[config.mk]
export PLATFORM = sky130hd
export DESIGN_NAME = lipd_ctrl
export DESIGN_NICKNAME = d
export VERILOG_FILES = /design/src/lipd_pkg.sv /design/src/lipd_ctrl.sv
export SDC_FILE = /design/constraint.sdc
export NUM_CORES = 1
export LEC_CHECK = 0
export ABC_AREA = 1
export BUFFER_PORTS_ARGS = -buffer_cell sky130_fd_sc_hd__buf_2
export CAP_MARGIN = 20
export CORE_MARGIN = 1.5
export CORE_UTILIZATION = 54
export CTS_CLUSTER_DIAMETER = 200
export DETAILED_ROUTE_END_ITERATION = 10
export HOLD_SLACK_MARGIN = 0.1
export PLACE_DENSITY = 0.78
export SLEW_MARGIN = 20
export SYNTH_ARGS = -nofsm -noshare
export SYNTH_HDL_FRONTEND = slang
export SYNTH_SLANG_ARGS = --single-unit
[constraint.sdc]
create_clock -name clk_in -period 1.6 [get_ports clk_in]
set_clock_uncertainty 0.1 [all_clocks]
set_input_delay 0.08 -clock clk_in [delete_from_list [all_inputs] [get_ports clk_in]]
set_output_delay 0.08 -clock clk_in [all_outputs]
set_load 0.03 [all_outputs]
[src/lipd_pkg.sv]
package lipd_pkg;
	// ----------------------------------------
	// Counts and widths
	// ----------------------------------------
	localparam int LIPD_NUM_RX = 5;
	localparam int LIPD_NUM_TX = 3;
	localparam int LIPD_CLK_MHZ = 50;
	localparam int LIPD_IDLE_TIMEOUT_US = 30;
	// A least time, so the count is exact here and would round up otherwise.
	localparam int LIPD_IDLE_CYCLES = LIPD_IDLE_TIMEOUT_US * LIPD_CLK_MHZ;
	localparam int LIPD_CNT_W = 12;
	localparam logic [LIPD_CNT_W-1:0] LIPD_CNT_RST = 12'h000;
	localparam logic [LIPD_NUM_RX-1:0] LIPD_RX_RST = 5'h00;
	// Synchronisers start at the released override levels, so reset is not followed by a sleep.
	localparam logic [LIPD_NUM_RX+2:0] LIPD_SYNC_RST = 8'h40;

	typedef enum logic [1:0] {
		LIPD_PWR_ON = 2'b01,
		LIPD_PWR_OFF = 2'b10
	} lipd_pwr_t;
endpackage : lipd_pkg

[src/lipd_ctrl.sv]
`timescale 1ns/1ps
// ----------------------------------------
// Summary of operation
// ----------------------------------------
module lipd_ctrl
	import lipd_pkg::*;
#(
	parameter logic [LIPD_CNT_W-1:0] IDLE_CYCLES = LIPD_CNT_W'(LIPD_IDLE_CYCLES)
) (
	input wire logic clk_in,
	input wire logic rst_b_in,
	input wire logic force_awake_in,
	input wire logic force_sleep_n_in,
	input wire logic rx_drive_on_in,
	input wire logic [LIPD_NUM_RX-1:0] rx_valid_in,
	input wire logic [LIPD_NUM_RX-1:0] rx_data_in,
	input wire logic [LIPD_NUM_TX-1:0] tx_data_in,
	output logic supply_on_out,
	output logic [LIPD_NUM_TX-1:0] tx_data_out,
	output logic [LIPD_NUM_TX-1:0] tx_oe_b_out,
	output logic [LIPD_NUM_RX-1:0] rx_inv_out,
	output logic [LIPD_NUM_RX-1:0] rx_oe_b_out,
	output logic always_on_monitor_output_out,
	output logic line_valid_out,
	output logic activity_latch_out
);
	// ----------------------------------------
	// Input synchronisers
	// ----------------------------------------
	logic [LIPD_NUM_RX+2:0] meta_q;
	logic [LIPD_NUM_RX+2:0] sync_q;
	logic [LIPD_NUM_RX-1:0] data_meta_q;
	logic [LIPD_NUM_RX-1:0] data_sync_q;
	logic [LIPD_NUM_RX-1:0] data_prev_q;
	logic awake_s;
	logic sleep_n_s;
	logic en_s;
	logic en_prev_q;
	logic any_valid_s;

	always_ff @(posedge clk_in or negedge rst_b_in) begin
		if (!rst_b_in) begin
			meta_q <= LIPD_SYNC_RST;
			sync_q <= LIPD_SYNC_RST;
			data_meta_q <= LIPD_RX_RST;
			data_sync_q <= LIPD_RX_RST;
		end else begin
			meta_q <= {force_awake_in, force_sleep_n_in, rx_drive_on_in, rx_valid_in};
			sync_q <= meta_q;
			data_meta_q <= rx_data_in;
			data_sync_q <= data_meta_q;
		end
	end

	assign awake_s = sync_q[LIPD_NUM_RX+2];
	assign sleep_n_s = sync_q[LIPD_NUM_RX+1];
	assign en_s = sync_q[LIPD_NUM_RX];
	assign any_valid_s = |sync_q[LIPD_NUM_RX-1:0];

	// ----------------------------------------
	// Idle timer and power state
	// ----------------------------------------
	// Counting the whole window stops a slowly slewing input from tripping shutdown.
	logic [LIPD_CNT_W-1:0] idle_cnt_q;
	logic idle_done;
	lipd_pwr_t auto_q;
	logic pwr_on;

	assign idle_done = (idle_cnt_q >= IDLE_CYCLES);

	always_ff @(posedge clk_in or negedge rst_b_in) begin
		if (!rst_b_in) begin
			idle_cnt_q <= LIPD_CNT_RST;
		end else if (any_valid_s) begin
			idle_cnt_q <= LIPD_CNT_RST;
		end else if (!idle_done) begin
			idle_cnt_q <= idle_cnt_q + LIPD_CNT_W'(1);
		end
	end

	always_ff @(posedge clk_in or negedge rst_b_in) begin
		if (!rst_b_in) begin
			auto_q <= LIPD_PWR_ON;
		end else begin
			unique case (auto_q)
				LIPD_PWR_ON: begin
					if (idle_done && !any_valid_s) auto_q <= LIPD_PWR_OFF;
				end
				LIPD_PWR_OFF: begin
					if (any_valid_s) auto_q <= LIPD_PWR_ON;
				end
				default: auto_q <= LIPD_PWR_ON;
			endcase
		end
	end

	// Overrides take priority; force_sleep_n beats force_awake.
	assign pwr_on = !sleep_n_s ? 1'b0 :
		awake_s ? 1'b1 :
		(auto_q == LIPD_PWR_ON);

	// ----------------------------------------
	// Outputs
	// ----------------------------------------
	always_ff @(posedge clk_in or negedge rst_b_in) begin
		if (!rst_b_in) begin
			supply_on_out <= 1'b1;
			tx_data_out <= '0;
			tx_oe_b_out <= '1;
		end else begin
			supply_on_out <= pwr_on;
			tx_data_out <= tx_data_in;
			tx_oe_b_out <= {LIPD_NUM_TX{!pwr_on}};
		end
	end

	always_ff @(posedge clk_in or negedge rst_b_in) begin
		if (!rst_b_in) begin
			rx_inv_out <= '1;
			rx_oe_b_out <= '1;
			always_on_monitor_output_out <= 1'b0;
			line_valid_out <= 1'b0;
		end else begin
			rx_inv_out <= ~data_sync_q;
			rx_oe_b_out <= {LIPD_NUM_RX{!en_s}};
			always_on_monitor_output_out <= data_sync_q[LIPD_NUM_RX-1];
			line_valid_out <= any_valid_s;
		end
	end

	// ----------------------------------------
	// Activity detector
	// ----------------------------------------
	logic any_edge;
	assign any_edge = |(data_sync_q ^ data_prev_q);

	always_ff @(posedge clk_in or negedge rst_b_in) begin
		if (!rst_b_in) begin
			data_prev_q <= LIPD_RX_RST;
			en_prev_q <= 1'b0;
			activity_latch_out <= 1'b0;
		end else begin
			data_prev_q <= data_sync_q;
			en_prev_q <= en_s;
			// Set wins over a clear in the same cycle so no edge is lost.
			if (any_edge) activity_latch_out <= 1'b1;
			else if (en_prev_q && !en_s) activity_latch_out <= 1'b0;
		end
	end
endmodule : lipd_ctrl

After elaboration in Yosys (flattened, before gate mapping). Index checks and enable logic that the tools add are counted. W data, S select, Z words.

Logic and storage cells: 43. Register bits after elaboration: 60. Input bits: 18.

Add/sub/neg operators: 1. Bitwise gates (word level): 2. Equal/unequal tests: 5. Magnitude comparators: 1. Mux-type cells: 9. Reduce and logical (&&, ||, !) cells: 9.

Operator list (number): $mux W12 (2); $add A12 B1 Y12 const B (1); $ge A12 B11 Y1 const B (1); $reduce_or A5 Y1 (2); $ne A2 B2 Y1 const B (3); $not A5 Y5 (1); $xor A5 B5 Y5 (1); $mux W1 (4); $mux W2 (2); $pmux W2 S2 (1); $logic_not A1 Y1 (3); $eq A2 B1 Y1 const B (1); $eq A2 B2 Y1 const B (1); $logic_and A1 B1 Y1 (2); $reduce_and A2 Y1 (1); $reduce_bool A2 Y1 (1).

Depth between registers and ports, before layout. Gate-level depths: netlist of the first run.

Depth in word-level cells: 5. Mapped depth: 10.

Worst setup path before layout of the first run. Ideal clock, no wire load.

Path kind: register -> register. From: reg sync_q[1]. To: reg idle_cnt_q[0]. Stages on the path, launching flop included: 7. Library setup time: 77 ps. Clock period less this slack: 1391 ps. Arrival: 1214 ps. Slack: 209 ps. Path buffers: 0. Path through: dfrtp_1 > or2_4 > nor4_4 > inv_4 > nor2_2 > nand2_1 > o21ai_1.

Cells in the longest elaborated chain, start to end: 2.

Ends and longest elaborated chain: start, declared (RTL line lipd_ctrl.sv:31) `logic [LIPD_NUM_RX+2:0] sync_q;`; start signal, assigned (RTL line lipd_ctrl.sv:49) `sync_q <= meta_q;`; $reduce_or A5 Y1 * (RTL line lipd_ctrl.sv:58) `assign any_valid_s = |sync_q[LIPD_NUM_RX-1:0];`; via any_valid_s (RTL line lipd_ctrl.sv:39) `logic any_valid_s;`; $ne A2 B2 Y1 (no line) or $mux W12 (tied branches); end signal, assigned (RTL line lipd_ctrl.sv:77) `idle_cnt_q <= idle_cnt_q + LIPD_CNT_W'(1);`; end, declared (RTL line lipd_ctrl.sv:64) `logic [LIPD_CNT_W-1:0] idle_cnt_q;`.

Mark *: on every way through the listed nets, which the timed path passes. The rest lies on a longest branch. A chain may end at the register's enable or synchronous reset.

Worst setup path after layout of the first run.
From: reg sync_q[1]. To: reg idle_cnt_q[1].

The elaborated chain is that of the path after synthesis.

==> impl_metrics.py, run 1 <==
metrics = {
    "clock_network": {
        "path_clk_slew_ns": 0.06,
        "cts.sinks": 59,
        "cts_tree": "built",
        "htreeDepth": 3,
        "cts_max_path_buffers": 2,
        "clk_latency_ns": 0.33,
        "root_buffer": "clkbuf_8",
        "cts_made_buffers": 9,
    },
    "critical_path": {
        "critPathKind": "reg2reg",
        "reg2reg_from": "sync_q[1]",
        "start_kind": "flop",
        "critPathRequiredTime_ns": 1.76,
        "path_max_fanout": 5,
        "end_kind": "flop",
        "crit_start": "sync_q[1]",
        "crit_chain": "or2_4 -> nor4_4 -> buf_4 -> inv_6 -> nor2_4 -> nand2_1 -> o21ai_1",
        "r2r_cells": 7,
        "slowest_stage": "dfrtp_1",
        "cp_num_cells": 7,
        "critical_path_buf_inv_count": 2,
        "critPathTopFamily": "simple AND/OR/NAND/NOR gates",
        "arrival_ns": 1.70,
        "max_stage_delay_ns": 0.37,
    },
    "floorplanning": {
        "die-height_um": 65.4,
        "core.rowCount": 22,
        "core-area_mm2": 0.00369,
        "io_pins": 38,
        "initial_core_util_pct": 57.0,
        "die_width_um": 65.4,
        "die_area_mm2": 0.00428,
    },
    "job": {
        "cap_violations": 0,
    },
    "global_route": {
        "first_global_vias": 1433,
        "grt_max_degree": 45,
        "grt_overflow": 0,
        "grt_usage_pct": 21.5,
        "grt_antenna_before_repair": 0,
        "grt_pass1_wl_um": 6360,
    },
    "timing": {
        "drv_slew": 0,
        "fin_setup_tns_ns": 0,
        "final-setup-viol-count": 0,
        "fin_crit_sh_pct": 96.6,
        "worst_slew_pin_slew_ns": 0.462,
        "grt_setup_unrepaired": "yes",
        "relSlewSlack_pct": 69.1,
        "max_freq_mhz": 647,
        "hold_viol_final": 0,
        "min_period_ns": 1.55,
        "fin_ws_ns": 0.0543,
    },
    "detailed_routing": {
        "dr.pass1.iters": 5,
        "drt_iter0_drc": 92,
        "drt-vias-per-instance": 4.77,
        "via_count": 1449,
        "drt-total-wl_um": 3970,
        "ant_nets": 0,
        "drc": 0,
        "wl_per_cell_um": 13.0,
    },
    "outcome": {
        "status": "completed",
    },
    "logic_synthesis": {
        "synth_nets": 205,
        "ys_seq_elements": 59,
        "avgSynthCellArea_um2": 11.4,
        "synth_warnings": 0,
        "synth_area_mm2": 0.00210,
        "synth_cells": 185,
        "ys_types": 22,
        "ys_seq_area_share_pct": 70.9,
    },
    "final_layout": {
        "nFillCells": 241,
        "finalNetCount": 271,
        "layout-drive-gt1-share_pct": 31.3,
        "instances_no_fill": 304,
        "final_cell_mix": "dfrtp_1, buf_2, nand2_1",
        "postLayoutCoreUtil_pct": 75.2,
        "syn_to_final_growth_pct": 31.9,
        "mostFrequentLayoutCell": "dfrtp_1",
        "antenna_cells": 0,
    },
    "placement": {
        "portBuffers": 37,
        "place_inst": 266,
        "routabilityCongestion": 0.883,
        "dp_hpwl_um": 2250,
        "place_ws_ns": 0.0630,
    },
    "power_and_ir_drop": {
        "p_leak_nw": 1.29,
        "vdd_drop_max_mv": 0.892,
        "p_per_area_mw_per_mm2": 1110,
    },
    "min_path": {
        "hold_path_class": "in2async",
    },
}
[timing repair]
item | in CTS | in global routing
hold buffers | 19 | 0
buffers inserted | 0 | 3
hold endpoints to repair | 66 | 0
resized for setup | 0 | 13
setup endpoints to repair | 0 | 11
[where the power goes]
| group | leakage [nW] | internal [mW] | switching (mW) |
|---|---|---|---|
| Clock | 0.0991 | 0.752 | 0.548 |
| Sequential | 0.700 | 1.56 | 0.0254 |
| Combinational | 0.493 | 0.0796 | 0.114 |
| Total | 1.29 | 2.39 | 0.687 |
[registers in the layout, indices dropped and copies added, names as in the netlist, 2 cells and up]
register and count:
data_sync_q 5, auto_q 2, data_prev_q 4, meta_q 8, tx_data_out 3, rx_inv_out 5
data_meta_q 5, sync_q 8, idle_cnt_q 12
[Yosys cell counts]
master | number | area [µm²]
or2_4 | 1 | 8.76
o21bai_1 | 1 | 7.51
nor2_1 | 22 | 82.6
nor2_2 | 2 | 12.5
nand4_1 | 3 | 18.8
xnor2_1 | 2 | 17.5
nand3_1 | 7 | 35.0
nor4_4 | 1 | 21.3
ha_1 | 2 | 25.0
nand2_1 | 31 | 116
a21oi_2 | 1 | 8.76
o21ai_1 | 2 | 10.0
nor4_1 | 1 | 6.26
dfstp_2 | 11 | 289
buf_4 | 6 | 45.0
inv_1 | 28 | 105
dfrtp_1 | 48 | 1200
nor3_1 | 2 | 10.0
xor2_1 | 3 | 26.3
o21ai_0 | 5 | 25.0
a21oi_1 | 5 | 25.0
inv_4 | 1 | 6.26
[through the flow]
stage          hold WS (ns)  area [µm²]  power, mW
2_1_floorplan        -0.316        2100       1.69
3_3_place_gp        -0.0789        2330       1.76
3_5_place_dp        -0.0741        2330       1.76
4_1_cts               0.174        2720       3.10
5_1_grt               0.200        2770       3.19
6_report              0.197        2770       3.08
[cells by family (layout without fill, tap and decap cells)]
kind of cell             count (synthesis)  count (layout)  share of synthesized area, %
adder cells (fa/ha/maj)                  2               2                          1.19
AO/OA/AOI/OAI                           14              14                          3.63
AND/OR/NAND/NOR                         70              70                          14.8
flip-flops                              59              59                          70.9
XOR/XNOR                                 5               5                          2.08
buffers and inverters                   35             106                          7.44
[path summary, 6_finish.rpt]
path                                 end  slack, ns
setup / recovery           idle_cnt_q[1]       0.05
hold / removal             rx_inv_out[3]       0.20
setup reg to reg           idle_cnt_q[1]       0.05
hold reg to reg                sync_q[2]       0.25
max in group asynchronous  idle_cnt_q[6]       0.31
min in group clk_in            sync_q[2]       0.25
[per-layer routing]
layer | up-vias | routed length [µm] | GRT usage, %
li1 | 694 | - | -
met1 | 694 | 1510 | 22.0
met2 | 50 | 2100 | 36.9
met3 | 11 | 232 | 9.93
met4 | 0 | 119 | 10.9
met5 | - | 0 | 0
[area by class of cell]
cell class / count / area (µm²) / area share, %
sequential: 59 / 1490 / 53.7
multi-input combinational: 91 / 490 / 17.7
timing repair buffer: 61 / 425 / 15.3
clock buffer: 11 / 141 / 5.10
inverter: 29 / 114 / 4.10
tap: 48 / 60.1 / 2.17
clock inverter: 5 / 52.6 / 1.89
Note: power is estimated with default switching activity, not from simulation.
==> run 2: changes to the inputs <==
--- a/config.mk
+++ b/config.mk
@@ -14,6 +14,7 @@
 export DETAILED_ROUTE_END_ITERATION = 10
 export HOLD_SLACK_MARGIN = 0.1
 export PLACE_DENSITY = 0.78
+export REMOVE_ABC_BUFFERS = 1
 export SLEW_MARGIN = 20
 export SYNTH_ARGS = -nofsm -noshare
 export SYNTH_HDL_FRONTEND = slang
==> constraint.sdc (replaced) <==
create_clock -name clk_in -period 1.7 [get_ports clk_in]
set_clock_uncertainty 0.1 [all_clocks]
set_input_delay 0.085 -clock clk_in [delete_from_list [all_inputs] [get_ports clk_in]]
set_output_delay 0.085 -clock clk_in [all_outputs]
set_load 0.03 [all_outputs]
==> impl_metrics.py, run 2 (synthesized netlist as in run 1, its figures left out) <==
metrics = {
    "global_route": {
        "grt_overflow": 0,
        "grt_antenna_before_repair": 0,
        "grt_usage_pct": 21.4,
        "grt_pass1_wl_um": 6380,
        "first_global_vias": 1437,
        "grt_max_degree": 38,
    },
    "detailed_routing": {
        "via_count": 1397,
        "wl_per_cell_um": 12.1,
        "drt-met1-wl_um": 1490,
        "ant_nets": 0,
        "dr.pass1.iters": 4,
        "drt-vias-per-instance": 4.64,
        "drt_iter0_drc": 58,
        "drc": 0,
        "wl_met2_um": 1850,
        "routed.top_layer": "met4",
        "met3_length_um": 229,
        "drt-total-wl_um": 3640,
    },
    "clock_network": {
        "cts_made_buffers": 9,
        "cts.sinks": 59,
        "clk_latency_ns": 0.32,
        "cts_max_path_buffers": 2,
        "cts_tree": "built",
        "path_clk_slew_ns": 0.06,
        "root_buffer": "clkbuf_8",
        "htreeDepth": 3,
    },
    "critical_path": {
        "critPathRequiredTime_ns": 1.86,
        "critPathKind": "reg2reg",
        "arrival_ns": 1.71,
        "start_kind": "flop",
        "r2r_cells": 8,
        "path_max_fanout": 7,
        "end_kind": "flop",
    },
    "final_layout": {
        "mostFrequentLayoutCell": "dfrtp_1",
        "regMostFlops": "idle_cnt_q",
        "finalNetCount": 268,
        "final_cell_mix": "dfrtp_1, buf_2, nand2_1",
        "postLayoutCoreUtil_pct": 73.8,
        "antenna_cells": 0,
        "layout-drive-gt1-share_pct": 27.7,
        "largest_reg_flops": 12,
        "syn_to_final_growth_pct": 29.4,
        "instances_no_fill": 301,
        "largestRegisters": "idle_cnt_q (12), meta_q (8), sync_q (8)",
    },
    "placement": {
        "place_ws_ns": 0.174,
        "portBuffers": 37,
        "routabilityCongestion": 0.940,
        "dp_hpwl_um": 2260,
        "place_inst": 266,
    },
    "floorplanning": {
        "core-area_mm2": 0.00369,
        "core.rowCount": 22,
        "die_width_um": 65.4,
        "die-height_um": 65.4,
        "initial_core_util_pct": 57.0,
        "die_area_mm2": 0.00428,
        "io_pins": 38,
    },
    "job": {
        "cap_violations": 0,
    },
    "timing": {
        "max_freq_mhz": 642,
        "grt_setup_unrepaired": "no",
        "drv_slew": 0,
        "relSlewSlack_pct": 65.9,
        "fin_crit_sh_pct": 91.6,
        "worst_slew_pin_slew_ns": 0.511,
        "hold_viol_final": 0,
        "min_period_ns": 1.56,
        "final-setup-viol-count": 0,
        "fin_ws_ns": 0.142,
        "fin_setup_tns_ns": 0,
    },
    "power_and_ir_drop": {
        "p_leak_nw": 1.27,
        "vdd_drop_max_mv": 0.732,
        "p_per_area_mw_per_mm2": 1090,
        "finalPower_mw": 2.97,
    },
    "outcome": {
        "status": "completed",
    },
    "min_path": {
        "hold_path_class": "in2async",
    },
}
## run 2: changes by cell type in the layout (fill, tap and decap cells not counted), moves of 2 or more
cell           delta
o21ai_0           +2
clkbuf_1          +4
dlygate4sd3_1     -2
o21ai_1           -2
nand2_1           +2
clkinv_2          -3
## run 2: path summary, 6_finish.rpt
check | start | endpoint | slack (ns)
setup / recovery | idle_cnt_q[9] | idle_cnt_q[9] | 0.14
hold / removal | rst_b_in | data_sync_q[4] | 0.17
setup reg to reg | idle_cnt_q[9] | idle_cnt_q[9] | 0.14
hold reg to reg | meta_q[4] | sync_q[4] | 0.25
max in group asynchronous | rst_b_in | meta_q[6] | 0.71
min in group clk_in | meta_q[4] | sync_q[4] | 0.25
## run 2: through the flow
step                      hold WS (ns)  cell area, µm²
after floorplan                 -0.311            2060
after global placement         -0.0255            2330
after detailed placement       -0.0192            2330
after CTS                        0.171            2700
after global routing             0.216            2720
final                            0.169            2720
## run 2: final cells by class
cell class	instances	area, µm²
timing repair buffer	58	398
tap	48	60.1
multi-input combinational	91	459
inverter	29	111
sequential	59	1490
fill	248	967
clock buffer	14	143
clock inverter	2	60.1
## run 2: repair_timing
| action | CTS | global route |
|---|---|---|
| hold endpoints to repair | 70 | 0 |
| gates resized for setup | 0 | 2 |
| buffers inserted | 0 | 2 |
| hold buffers | 17 | 0 |
| setup endpoints to repair | 0 | 2 |
## run 2: critical path, stage by stage (launching register included)
cell,delay (ns)
dfrtp_1,0.41
a21oi_1,0.17
o21ai_0,0.13
nor2_2,0.26
buf_4,0.17
nand3_1,0.05
nand2_1,0.07
inv_1,0.03
nor2_1,0.09
## run 2: layer usage
metal	track usage (%)	vias up
met5	0	-
met2	34.3	41
met3	7.71	6
li1	-	690
met4	12.0	0
met1	24.9	660
## run 2: power breakdown
group          total, mW  switching (mW)  leakage (nW)  internal [mW]
clock               1.31           0.478        0.0989          0.829
sequential          1.49          0.0237         0.700           1.47
combinational      0.176           0.105         0.476         0.0710
total               2.97           0.607          1.27           2.37
